**src/inc/smc_pkg.sv**
```systemverilog
package smc_pkg;

  // ----------------------------------------
  // Register offsets
  // ----------------------------------------
  localparam logic [7:0] ADDR_STATUS = 8'h05;
  localparam logic [7:0] ADDR_INTR_EN = 8'h06;
  localparam logic [7:0] ADDR_OPSTATE = 8'h07;
  localparam logic [7:0] ADDR_INT_STAT = 8'h14;

  // ----------------------------------------
  // Reset values and masks
  // ----------------------------------------
  localparam logic [7:0] STATUS_RST = 8'h00;
  localparam logic [7:0] INTR_EN_RST = 8'h00;
  localparam logic [7:0] OPSTATE_RST = 8'h00;
  localparam logic [7:0] ZERO_BYTE = 8'h00;
  // Writable bits of the interrupt enable register
  localparam logic [7:0] IE_WMASK = 8'hDF;
  // Bits that gate an event source; FIFO sources never appear here
  localparam logic [7:0] IE_SRC_MASK = 8'h9F;

  // ----------------------------------------
  // Operating state codes
  // ----------------------------------------
  localparam logic [1:0] ST_SLEEP = 2'h0;
  localparam logic [1:0] ST_WAKE = 2'h1;
  localparam logic [1:0] ST_RSVD = 2'h2;
  localparam logic [1:0] ST_STANDBY = 2'h3;

  // ----------------------------------------
  // Field positions
  // ----------------------------------------
  localparam int STAT_STATE_LSB = 0;
  localparam int STAT_RES_BIT = 2;
  localparam int STAT_WDT_BIT = 4;
  localparam int STAT_OTP_BIT = 7;
  localparam int IE_TILT_BIT = 0;
  localparam int IE_FLIP_BIT = 1;
  localparam int IE_ANYM_BIT = 2;
  localparam int IE_SHAKE_BIT = 3;
  localparam int IE_STEEP_BIT = 4;
  localparam int IE_AUTO_BIT = 6;
  localparam int IE_SAMPLE_BIT = 7;
  localparam int OP_STATE_LSB = 0;
  localparam int OP_LOW_WD_BIT = 4;
  localparam int OP_HIGH_WD_BIT = 5;
  localparam logic RES_16BIT = 1'b0;

  // ----------------------------------------
  // Timing
  // ----------------------------------------
  localparam int CLK_MHZ = 25;
  localparam int WD_TIMEOUT_US = 1000;
  localparam int WD_TIMEOUT_CYC = WD_TIMEOUT_US * CLK_MHZ;

  // ----------------------------------------
  // Carriers
  // ----------------------------------------
  typedef struct packed {
    logic steep_tilt_enable;
    logic shake_detect_enable;
    logic any_motion_enable;
    logic tilt_flip_enable;
  } smc_motion_ctrl_t;

  typedef struct packed {
    logic steep;
    logic shake;
    logic any_motion;
    logic flip;
    logic tilt;
  } smc_motion_cond_t;

  typedef struct packed {
    logic [7:0] addr;
    logic wr;
    logic rd;
    logic [7:0] wdata;
  } smc_reg_req_t;

endpackage : smc_pkg

```
**src/hw/smc_sync2.sv**
```systemverilog
`timescale 1ns/1ps
module smc_sync2
  import smc_pkg::*;
(
  // Clock and reset
  input logic clk,
  input logic srst,
  // Asynchronous level in, synchronised level out
  input logic d,
  output logic q
);

  logic meta_r;
  logic q_r;

  // First stage feeds only the second
  always_ff @(posedge clk)
  begin
    if (srst)
    begin
      meta_r <= 1'b1;
      q_r <= 1'b1;
    end
    else
    begin
      meta_r <= d;
      q_r <= meta_r;
    end
  end

  assign q = q_r;

endmodule : smc_sync2

```
**src/hw/smc_bus_watchdog.sv**
```systemverilog
`timescale 1ns/1ps
module smc_bus_watchdog
  import smc_pkg::*;
#(
  parameter int TIMEOUT_CYC = WD_TIMEOUT_CYC
)
(
  // Clock and reset
  input logic clk,
  input logic srst,
  // Bus view
  input logic scl_s,
  input logic bus_active,
  input logic low_en,
  input logic high_en,
  // One-cycle timeout pulse
  output logic timeout
);

  localparam int CW = $clog2(TIMEOUT_CYC + 1);
  localparam logic [CW-1:0] CNT_LAST = CW'(TIMEOUT_CYC - 1);

  typedef enum logic [1:0] {WD_IDLE, WD_LOW, WD_HIGH, WD_TRIP} smc_wd_st_t;

  smc_wd_st_t st_r;
  logic [CW-1:0] cnt_r;
  logic timeout_r;
  logic armed;
  logic lvl_hold;

  assign armed = scl_s ? high_en : low_en;
  assign lvl_hold = (st_r == WD_HIGH) ? scl_s : !scl_s;

  // Trip state waits for bus_active to drop so one stall gives one pulse
  always_ff @(posedge clk)
  begin
    if (srst)
    begin
      st_r <= WD_IDLE;
      cnt_r <= '0;
      timeout_r <= 1'b0;
    end
    else
    begin
      timeout_r <= 1'b0;
      case (st_r)
        WD_IDLE:
        begin
          cnt_r <= '0;
          if (bus_active && armed)
            st_r <= scl_s ? WD_HIGH : WD_LOW;
        end
        WD_LOW, WD_HIGH:
        begin
          if (!bus_active || !lvl_hold || !armed)
            st_r <= WD_IDLE;
          else if (cnt_r == CNT_LAST)
          begin
            timeout_r <= 1'b1;
            st_r <= WD_TRIP;
          end
          else
            cnt_r <= cnt_r + 1'b1;
        end
        WD_TRIP:
        begin
          if (!bus_active)
            st_r <= WD_IDLE;
        end
        default:
          st_r <= WD_IDLE;
      endcase
    end
  end

  assign timeout = timeout_r;

endmodule : smc_bus_watchdog

```
**src/hw/smc_ctrl.sv**
```systemverilog
`timescale 1ns/1ps
// What this block does
// - Status reports operating state: 00 sleep, 01 wake, 11 standby
// - Host writes state field; device enters it, running clocks accordingly
// - Operating-state register accepts writes in any state, sleep included
// - Resolution bit always reads 0, meaning 16-bit resolution
// - Watchdog timeout sets status bit 4 and idles the serial slave
// - Reading status clears the watchdog flag
// - Status bit 7 shows memory-load busy; host waits while set
// - Tilt enable bit 0 reports tilt only with tilt_flip_enable
// - Flip enable bit 1 reports flip only with tilt_flip_enable
// - Any-motion enable bit 2 reports only with any_motion_enable
// - Shake enable bit 3 needs shake and any-motion enables
// - Steep-tilt enable bit 4 needs steep-tilt and any-motion enables
// - Without auto clear, pending stays until host writes the interrupt status register
// - With auto clear, pending drops once its condition is gone
// - Sample enable bit 7 flags every acquired sample; off by default
// - Interrupt enable register never touches FIFO interrupts
// - Bit 4 enables low-stall bus watchdog; off at reset
// - Bit 5 enables high-stall bus watchdog; off at reset
// - Op-state and interrupt enable registers read back; status ignores writes; interrupt status register reads zero
module smc_ctrl
  import smc_pkg::*;
#(
  parameter int WD_TIMEOUT = WD_TIMEOUT_CYC
)
(
  // Clock and reset
  input logic clk,
  input logic srst,
  // Register access from the serial slave
  input smc_reg_req_t req,
  output logic [7:0] rdata,
  // Serial bus view
  input logic scl_pin,
  input logic bus_active,
  output logic slave_idle,
  // Motion block and sampler
  input smc_motion_ctrl_t motion_ctrl,
  input smc_motion_cond_t motion_cond,
  input logic sample_done,
  input logic otp_busy,
  // Operating state
  output logic [1:0] op_state,
  output logic clocks_run,
  output logic sampling_run,
  // Pending interrupt flags
  output logic [7:0] irq_pending
);

  // ----------------------------------------
  // Address decode
  // ----------------------------------------
  function automatic logic hit(input smc_reg_req_t q,
                               input logic [7:0] a);
    hit = (q.addr == a);
  endfunction : hit

  logic wr_op;
  logic wr_ie;
  logic wr_istat;
  logic rd_stat;

  // Status is read-only: no write strobe exists for it
  assign wr_op = req.wr && hit(req, ADDR_OPSTATE);
  assign wr_ie = req.wr && hit(req, ADDR_INTR_EN);
  assign wr_istat = req.wr && hit(req, ADDR_INT_STAT);
  assign rd_stat = req.rd && hit(req, ADDR_STATUS);

  // ----------------------------------------
  // Operating state register
  // ----------------------------------------
  logic [1:0] state_r;
  logic low_wd_en_r;
  logic high_wd_en_r;
  logic [1:0] wr_state;

  assign wr_state = req.wdata[OP_STATE_LSB +: 2];

  // Accepted in any state; reserved code keeps the old state
  always_ff @(posedge clk)
  begin
    if (srst)
      state_r <= OPSTATE_RST[OP_STATE_LSB +: 2];
    else if (wr_op && wr_state != ST_RSVD)
      state_r <= wr_state;
  end

  always_ff @(posedge clk)
  begin
    if (srst)
    begin
      low_wd_en_r <= OPSTATE_RST[OP_LOW_WD_BIT];
      high_wd_en_r <= OPSTATE_RST[OP_HIGH_WD_BIT];
    end
    else if (wr_op)
    begin
      low_wd_en_r <= req.wdata[OP_LOW_WD_BIT];
      high_wd_en_r <= req.wdata[OP_HIGH_WD_BIT];
    end
  end

  // Clocks stop only in sleep; sampling only in wake
  assign op_state = state_r;
  assign clocks_run = (state_r != ST_SLEEP);
  assign sampling_run = (state_r == ST_WAKE);

  // ----------------------------------------
  // Bus watchdog
  // ----------------------------------------
  logic scl_s;
  logic wd_timeout;
  logic wdt_flag_r;
  logic slave_idle_r;

  smc_sync2 u_scl_sync (
    .clk(clk),
    .srst(srst),
    .d(scl_pin),
    .q(scl_s)
  );

  smc_bus_watchdog #(
    .TIMEOUT_CYC(WD_TIMEOUT)
  ) u_watchdog (
    .clk(clk),
    .srst(srst),
    .scl_s(scl_s),
    .bus_active(bus_active),
    .low_en(low_wd_en_r),
    .high_en(high_wd_en_r),
    .timeout(wd_timeout)
  );

  // New event wins over the clear by a status read
  always_ff @(posedge clk)
  begin
    if (srst)
      wdt_flag_r <= STATUS_RST[STAT_WDT_BIT];
    else if (wd_timeout)
      wdt_flag_r <= 1'b1;
    else if (rd_stat)
      wdt_flag_r <= 1'b0;
  end

  always_ff @(posedge clk)
  begin
    if (srst)
      slave_idle_r <= 1'b0;
    else
      slave_idle_r <= wd_timeout;
  end

  assign slave_idle = slave_idle_r;

  // ----------------------------------------
  // Interrupt enable register
  // ----------------------------------------
  logic [7:0] ie_r;

  always_ff @(posedge clk)
  begin
    if (srst)
      ie_r <= INTR_EN_RST;
    else if (wr_ie)
      ie_r <= req.wdata & IE_WMASK;
  end

  // ----------------------------------------
  // Pending interrupt flags
  // ----------------------------------------
  logic [7:0] src_vec;
  logic [7:0] gated;
  logic [7:0] pend_r;
  logic [7:0] pend_nxt;
  logic auto_clr;

  assign auto_clr = ie_r[IE_AUTO_BIT];

  // Motion enables are qualified here, not in the motion block
  always_comb
  begin
    src_vec = ZERO_BYTE;
    src_vec[IE_TILT_BIT] = motion_cond.tilt &&
      motion_ctrl.tilt_flip_enable;
    src_vec[IE_FLIP_BIT] = motion_cond.flip &&
      motion_ctrl.tilt_flip_enable;
    src_vec[IE_ANYM_BIT] = motion_cond.any_motion &&
      motion_ctrl.any_motion_enable;
    src_vec[IE_SHAKE_BIT] = motion_cond.shake &&
      motion_ctrl.shake_detect_enable &&
      motion_ctrl.any_motion_enable;
    src_vec[IE_STEEP_BIT] = motion_cond.steep &&
      motion_ctrl.steep_tilt_enable &&
      motion_ctrl.any_motion_enable;
    src_vec[IE_SAMPLE_BIT] = sample_done;
  end

  // Mask keeps auto-clear and reserved bits out; FIFO never enters
  assign gated = src_vec & ie_r & IE_SRC_MASK;

  // Set wins over either kind of clear
  always_comb
  begin
    pend_nxt = pend_r;
    for (int i = 0; i < 8; i++)
    begin
      if (gated[i])
        pend_nxt[i] = 1'b1;
      else if (wr_istat)
        pend_nxt[i] = 1'b0;
      else if (auto_clr)
        pend_nxt[i] = 1'b0;
    end
  end

  always_ff @(posedge clk)
  begin
    if (srst)
      pend_r <= ZERO_BYTE;
    else
      pend_r <= pend_nxt;
  end

  assign irq_pending = pend_r;

  // ----------------------------------------
  // Read path
  // ----------------------------------------
  logic [7:0] stat_word;
  logic [7:0] op_word;
  logic [7:0] rd_mux;
  logic [7:0] rdata_r;

  // Reserved bits read zero; bit 2 of the state register stays zero
  always_comb
  begin
    stat_word = ZERO_BYTE;
    stat_word[STAT_STATE_LSB +: 2] = state_r;
    stat_word[STAT_RES_BIT] = RES_16BIT;
    stat_word[STAT_WDT_BIT] = wdt_flag_r;
    stat_word[STAT_OTP_BIT] = otp_busy;
    op_word = ZERO_BYTE;
    op_word[OP_STATE_LSB +: 2] = state_r;
    op_word[OP_LOW_WD_BIT] = low_wd_en_r;
    op_word[OP_HIGH_WD_BIT] = high_wd_en_r;
    case (req.addr)
      ADDR_STATUS: rd_mux = stat_word;
      ADDR_INTR_EN: rd_mux = ie_r;
      ADDR_OPSTATE: rd_mux = op_word;
      default: rd_mux = ZERO_BYTE;
    endcase
  end

  // Data holds until the next read
  always_ff @(posedge clk)
  begin
    if (srst)
      rdata_r <= ZERO_BYTE;
    else if (req.rd)
      rdata_r <= rd_mux;
  end

  assign rdata = rdata_r;

  // ----------------------------------------
  // Assertions
  // ----------------------------------------
  AST_STATE_CODES:
    assert property (@(posedge clk) disable iff (srst)
      state_r != ST_RSVD && sampling_run == (state_r == ST_WAKE))
    else $error("state code or sampling output wrong");

  AST_WAKE_ENTRY:
    assert property (@(posedge clk) disable iff (srst)
      wr_op && wr_state == ST_WAKE |=> clocks_run && sampling_run)
    else $error("wake write did not start sampling");

  AST_STANDBY_ACCEPT:
    assert property (@(posedge clk) disable iff (srst)
      wr_op && wr_state == ST_STANDBY && state_r == ST_WAKE
      |=> state_r == ST_STANDBY && !sampling_run)
    else $error("standby write ignored in wake");

  AST_RES_ZERO:
    assert property (@(posedge clk) disable iff (srst)
      rd_stat |=> !rdata_r[STAT_RES_BIT])
    else $error("resolution bit read as one");

  AST_WDT_SET:
    assert property (@(posedge clk) disable iff (srst)
      wd_timeout |=> wdt_flag_r && slave_idle)
    else $error("watchdog event not flagged");

  AST_WDT_READ_CLR:
    assert property (@(posedge clk) disable iff (srst)
      rd_stat && !wd_timeout && wdt_flag_r
      |=> rdata_r[STAT_WDT_BIT] && !wdt_flag_r)
    else $error("status read did not clear watchdog flag");

  AST_OTP_REPORT:
    assert property (@(posedge clk) disable iff (srst)
      rd_stat |=> rdata_r[STAT_OTP_BIT] == $past(otp_busy))
    else $error("busy bit misreported");

  AST_SHAKE_GATE:
    assert property (@(posedge clk) disable iff (srst)
      $rose(pend_r[IE_SHAKE_BIT]) |-> $past(ie_r[IE_SHAKE_BIT] &&
      motion_ctrl.shake_detect_enable && motion_ctrl.any_motion_enable))
    else $error("shake flagged without enables");

  AST_TILT_GATE:
    assert property (@(posedge clk) disable iff (srst)
      $rose(pend_r[IE_TILT_BIT]) |->
      $past(ie_r[IE_TILT_BIT] && motion_ctrl.tilt_flip_enable))
    else $error("tilt flagged without enables");

  AST_FLIP_GATE:
    assert property (@(posedge clk) disable iff (srst)
      $rose(pend_r[IE_FLIP_BIT]) |->
      $past(ie_r[IE_FLIP_BIT] && motion_ctrl.tilt_flip_enable))
    else $error("flip flagged without enables");

  AST_ANYM_GATE:
    assert property (@(posedge clk) disable iff (srst)
      $rose(pend_r[IE_ANYM_BIT]) |->
      $past(ie_r[IE_ANYM_BIT] && motion_ctrl.any_motion_enable))
    else $error("any-motion flagged without enables");

  AST_STEEP_GATE:
    assert property (@(posedge clk) disable iff (srst)
      $rose(pend_r[IE_STEEP_BIT]) |-> $past(ie_r[IE_STEEP_BIT] &&
      motion_ctrl.steep_tilt_enable && motion_ctrl.any_motion_enable))
    else $error("steep tilt flagged without enables");

  AST_NO_FIFO_BITS:
    assert property (@(posedge clk) disable iff (srst)
      (irq_pending & ~IE_SRC_MASK) == ZERO_BYTE)
    else $error("pending flag outside the gated sources");

  AST_PEND_HOLD:
    assert property (@(posedge clk) disable iff (srst)
      pend_r[IE_TILT_BIT] && !auto_clr && !wr_istat
      |=> pend_r[IE_TILT_BIT])
    else $error("pending tilt lost without clear");

  AST_AUTO_CLR:
    assert property (@(posedge clk) disable iff (srst)
      auto_clr && !gated[IE_ANYM_BIT] |=> !pend_r[IE_ANYM_BIT])
    else $error("auto clear did not drop flag");

  AST_SAMPLE_FLAG:
    assert property (@(posedge clk) disable iff (srst)
      sample_done && ie_r[IE_SAMPLE_BIT] |=> pend_r[IE_SAMPLE_BIT])
    else $error("sample flag not raised");

  AST_WD_RESET_OFF:
    assert property (@(posedge clk)
      srst |=> !low_wd_en_r && !high_wd_en_r && ie_r == ZERO_BYTE)
    else $error("watchdog enables not cleared by reset");

endmodule : smc_ctrl

```
**config.mk**
```make
export PLATFORM = sky130hd
export DESIGN_NAME = smc_ctrl
export DESIGN_NICKNAME = d
export VERILOG_FILES = /design/src/inc/smc_pkg.sv /design/src/hw/smc_sync2.sv /design/src/hw/smc_bus_watchdog.sv /design/src/hw/smc_ctrl.sv
export SDC_FILE = /design/constraint.sdc
export NUM_CORES = 1
export LEC_CHECK = 0
export BUFFER_PORTS_ARGS = -buffer_cell sky130_fd_sc_hd__buf_2
export CORE_ASPECT_RATIO = 1.1
export CORE_MARGIN = 1
export CORE_UTILIZATION = 60
export CTS_BUF_LIST = sky130_fd_sc_hd__clkbuf_4 sky130_fd_sc_hd__clkbuf_8
export CTS_CLUSTER_SIZE = 28
export DETAILED_ROUTE_END_ITERATION = 7
export PLACE_DENSITY = 0.89
export SETUP_SLACK_MARGIN = 0.15
export SLEW_MARGIN = 5
export SYNTH_ARGS = -nofsm -noshare
export SYNTH_HDL_FRONTEND = slang
export SYNTH_SLANG_ARGS = --single-unit
```
**constraint.sdc**
```tcl
create_clock -name clk -period 6.1 [get_ports clk]
set_input_delay 1.83 -clock clk [delete_from_list [all_inputs] [get_ports clk]]
set_output_delay 1.83 -clock clk [all_outputs]
set_load 0.005 [all_outputs]
```
; After elaboration in Yosys (flattened, before gate mapping)
; Cells that the tools add are included.
[totals]
regBits = 47
out_inout_bits = 21
wordCells = 92
[classes]
addsub = 1
n_eq_ne = 15
muxes = 23
bitwise_logic = 2
n_reduce_logical = 33
[op_table]
columns = op, n
row1 = $mux W15, 2
row2 = $pmux W15 S2, 1
row3 = $eq A8 B3 Y1 const B, 3
row4 = $pmux W8 S3, 1
row5 = $reduce_bool A3 Y1, 6
row6 = $add A15 B1 Y15 const B, 1
row7 = $eq A15 B15 Y1 const B, 1
row8 = $logic_and A1 B1 Y1, 13
row9 = $mux W1, 13
row10 = $mux W2, 5
row11 = $and A8 B8 Y8, 1
row12 = $eq A8 B5 Y1 const B, 1
row13 = $ne A2 B2 Y1 const B, 4
row14 = $pmux W2 S3, 1
row15 = $reduce_and A3 Y1, 2
row16 = $reduce_bool A2 Y1, 3
row17 = $eq A2 B1 Y1 const B, 2
row18 = $eq A2 B2 Y1 const B, 2
row19 = $logic_not A1 Y1, 4
row20 = $ne A3 B1 Y1 const B, 1
row21 = $reduce_or A3 Y1, 1
row22 = $logic_not A2 Y1, 1
row23 = $logic_or A1 B1 Y1, 2
row24 = $ne A2 B1 Y1 const B, 1
row25 = 2 further kinds, 2

; Logic depth before layout (Yosys ltp)
[depth]
depth_word = 7
ltp_mapped = 8
ltp_nobuf = 6

; Hierarchy
; A second synthesis with hierarchy kept.
[unflattened]
cells_unflattened = 260
hier_area_um2 = 2389.8
[by_module_without_submodules]
columns = mod, n_inst, cells_each, area_per_inst_um2
row1 = smc_ctrl, 1, 136, 1278.7
row2 = smc_bus_watchdog, 1, 120, 1058.5
row3 = smc_sync2, 1, 4, 52.6

; Worst setup path before layout
; No wires, ideal clock.
[synth_timing]
path_kind = input port to flip-flop
startpoint = input req[13] in the netlist's numbering
endpoint = register ie_r[7]
setup_time_ns = 0.128
arrival_ns = 3.232
required_ns = 5.972
path_slack_ns = 2.741
stages = 5
path_cell_list = or4b_1 > buf_2 > nor4_4 > mux2i_1 > nor2_1
[synth_between]
elab_chain_len = 2
[synth_lines]
columns = element, line
row1 = start: declaration, smc_ctrl.sv:32  ; input smc_reg_req_t req,
row2 = $eq A8 B3 Y1, smc_ctrl.sv:56  ; hit = (q.addr == a);
row3 = $logic_and A1 B1 Y1, smc_ctrl.sv:66  ; assign wr_ie = req.wr && hit(req, ADDR_INTR_EN);
row4 = end signal: assignment, smc_ctrl.sv:166  ; ie_r <= req.wdata & IE_WMASK;
row5 = end: declaration, smc_ctrl.sv:159  ; logic [7:0] ie_r;
; No other way between the ends.
; A chain may end at the register's enable or synchronous reset.

; Final worst setup path
; Same ends and word-level chain as after synthesis.

==> Flow_metrics.wiki <==
{| class="wikitable"
! Metric !! Value
|-
| Leading cell type in the layout, fill and taps excluded || buf_2
|-
| Fin area || 2816 µm²
|-
| Largest net degree at the start of global routing || 48
|-
| Category of the worst setup path capture point || flop
|-
| Sequential element share of the synthesized area || 38.11%
|-
| Number of register bits inferred by synthesis || 47
|-
| CTS sink count || 47
|-
| Initial standard-cell utilization of the core || between 60 and 70%
|-
| All-Layer GR Usage || ~28%
|-
| Count of nets after finishing || 366
|-
| First drt pass iteration count || 4
|-
| Sort of element at the start of the critical path || primary input
|-
| Multi-input gate area in the final layout || 1404 µm²
|-
| Setup violation total in the final timing report || 0
|-
| Setup skew after layout || about 0.0065 ns
|-
| Initial DRC Count || 210
|-
| Die Span Y || about 69 µm
|-
| Antenna violations before repair || 0
|-
| H-tree depth reported by CTS || 2
|-
| CTS Root Buffer Type || clkbuf_8
|-
| RD Place Congestion || around 0.82
|-
| Power, Total || 582.0 µW
|-
| Number of buffers inserted by post-CTS setup repair || 0
|-
| Most used cells in the layout excluding fill and tap cells || buf_2 (51), dfxtp_1 (47), nand2_1 (30), nor2_1 (23), nand3_1 (12)
|-
| Hold_buf cts || 0
|-
| Worst min-delay path class || flop to flop
|-
| Vias in the first global route || 2237
|-
| Maximum operating frequency || about 300 MHz
|-
| Detailed-route vias per instance || 6.299
|-
| Core outline area || 3964 µm²
|-
| Worst max-slew margin expressed relative to the limit || 42.93%
|-
| Register cell area after layout || about 940 µm²
|-
| Post-DP Area || 2699 µm²
|-
| Fill cell count || 327
|-
| Number of diodes added for antenna fixing || 0
|-
| Utilization of the core after routing || 71.05%
|-
| MaxCap Viol Count || 0
|-
| Layout cells sized above 1 || 20.67%
|-
| Number of flops mapped to enable cells by yosys || 0
|-
| Critical path fanouts, max || 7
|-
| Classification of the worst setup path || primary input to flop
|-
| Minimum period implied by the final worst setup slack || 3.359 ns
|-
| Worst supply voltage drop on vdd || 0.0001170 V
|-
| Post-Synthesis Cells || 291
|-
| Max-slew violation count || 0
|-
| Count of distinct cell types in the synthesized netlist || 50
|-
| Die outline area || between 4000 and 5000 µm²
|-
| Yosys warning total || 0
|-
| Actual slew at the worst max-slew pin || roughly 0.86 ns
|-
| Minimum setup slack after placement || 2.446 ns
|-
| Largest buffer count on any clock path || 2
|-
| Setup tns final || 0 ns
|-
| Worst-case setup margin in the final layout || 2.741 ns
|-
| Count of nets left with antenna violations after detail routing || 0
|-
| Outcome || finished, final reports clean
|-
| RSZ-0062 raised after global routing || false
|-
| Clock latency reported for the late side of the worst-skew pair || roughly 0.3 ns
|-
| Routed wire length || 5.971 mm
|-
| Share of the cycle needed by the critical path after routing || approximately 55%
|-
| Power density over the cells || 206.6 nW/µm²
|-
| Worst endpoint data arrival time || ~3.5 ns
|-
| Required time of the critical path || 6.26 ns
|-
| Clock tree from TritonCTS || built
|-
| Drt wl/cell || roughly 16 µm
|-
| Most used DFF post-synth || dfxtp_1
|-
| Die Width || between 60 and 70 µm
|-
| Netlist area before placement || 2469 µm²
|-
| Final hold violation count || 0
|-
| Overflow left after global routing || 0
|-
| Async set-or-reset flop fraction in the synthesized netlist || 0%
|-
| Clock slew seen by the registers of the worst setup and hold paths || 0.09 ns
|-
| Port bufs || 51
|-
| DRC violation count after routing || 0
|-
| # resized after CTS || 0
|-
| Layout area overhead || 14.09%
|-
| Boundary Pins || between 50 and 60
|-
| Number of cell rows || 24
|-
| Estimated wirelength of the detail-placed design || between 4 and 5 mm
|-
| Leakage || 0.001048 µW
|-
| Total CTS buffers || 5
|-
| First-pass GRT wire length || 9.784 mm
|-
| Via count || 2400
|-
| Average instance area after synthesis || 8.483 µm²
|}
## area by class of cell
type                    count  share of cell area, %
clock buffers               6                  2.932
clock inverters             2                  1.244
inverters                   9                  1.199
multi-input cells         214                  49.84
flip-flops and latches     47                  33.41
well taps                  52                  2.310
repair buffers             51                  9.063
## metrics by stage
stage / hold slack [ns] / cells
6_report: 0.4205 / 381
5_1_grt: 0.4451 / 381
4_1_cts: 0.4245 / 381
3_5_place_dp: 0.4031 / 373
3_3_place_gp: 0.3926 / 373
2_1_floorplan: 0.3895 / 292
## sequential cells by signal, summed over array words and instances, names as in the netlist
name / flops
high_wd_en_r: 1
ie_r: 7
irq_pending: 6
low_wd_en_r: 1
op_state: 2
rdata: 8
slave_idle: 1
u_scl_sync.meta_r: 1
u_scl_sync.q: 1
u_watchdog.cnt_r: 15
u_watchdog.st_r: 2
u_watchdog.timeout: 1
wdt_flag_r: 1
## worst max-delay path, stage by stage
cell	delay, ns
buf_2	0.09
or4b_1	0.67
nor4_4	0.61
mux2i_1	0.27
nor2_1	0.05
## cell usage after synthesis (4+ instances only)
master / instances / area share, %
inv_1: 9 / 1.4
nand4_1: 11 / 2.8
nor3_1: 4 / 0.81
and4_1: 5 / 1.8
clkbuf_1: 16 / 2.4
a31oi_1: 10 / 2.5
mux2i_1: 11 / 4.5
nor2_1: 23 / 3.5
nor4b_1: 7 / 2.5
a21oi_1: 11 / 2.2
or4_1: 6 / 1.8
o21ai_0: 5 / 1.0
nor4bb_1: 4 / 1.6
nand3_1: 12 / 2.4
o211ai_1: 8 / 2.4
nor2b_1: 5 / 1.3
a22o_1: 5 / 1.8
ha_1: 5 / 2.5
and3_1: 6 / 1.5
a32oi_1: 5 / 1.8
nand2_1: 30 / 4.6
dfxtp_1: 47 / 38
## cells by family (layout without fill, tap and decap cells)
| group | count (synthesis) | after routing | synth area share, % |
|---|---|---|---|
| simple gates | 132 | 132 | 30.82 |
| compound gates | 62 | 62 | 17.84 |
| flops | 47 | 47 | 38.11 |
| buf+inv | 31 | 68 | 5.169 |
| mux | 13 | 13 | 5.373 |
| fa+ha+maj | 5 | 5 | 2.534 |
| other cells | 1 | 2 | 0.1519 |
## worst paths after layout
kind                                           from                  to  slack [ns]  cells past startpoint
worst max-delay path                        req[13]             ie_r[7]        2.74                      5
worst max register to register  u_watchdog.cnt_r[0]  u_watchdog.st_r[0]        3.72                      5
worst min-delay path              u_scl_sync.meta_r        u_scl_sync.q        0.42                      1
worst min register to register    u_scl_sync.meta_r        u_scl_sync.q        0.42                      1
## layer usage
| metal | vias to the layer above | track usage, % | wire length, µm |
|---|---|---|---|
| met5 | - | 0 | 0 |
| met3 | 13 | 5.099 | 380 |
| li1 | 1162 | - | - |
| met2 | 105 | 47.19 | 2927 |
| met1 | 1120 | 33.72 | 2537 |
| met4 | 0 | 11.63 | 125 |
## power breakdown
part           switching [µW]  internal (µW)  total, µW  leakage (µW)
clock                     105            133        238     0.0000612
combinational            22.2           13.2       35.4      0.000608
sequential               1.08            308        309      0.000379
total                     129            453        582       0.00105
(Power assumes the default switching activity.)
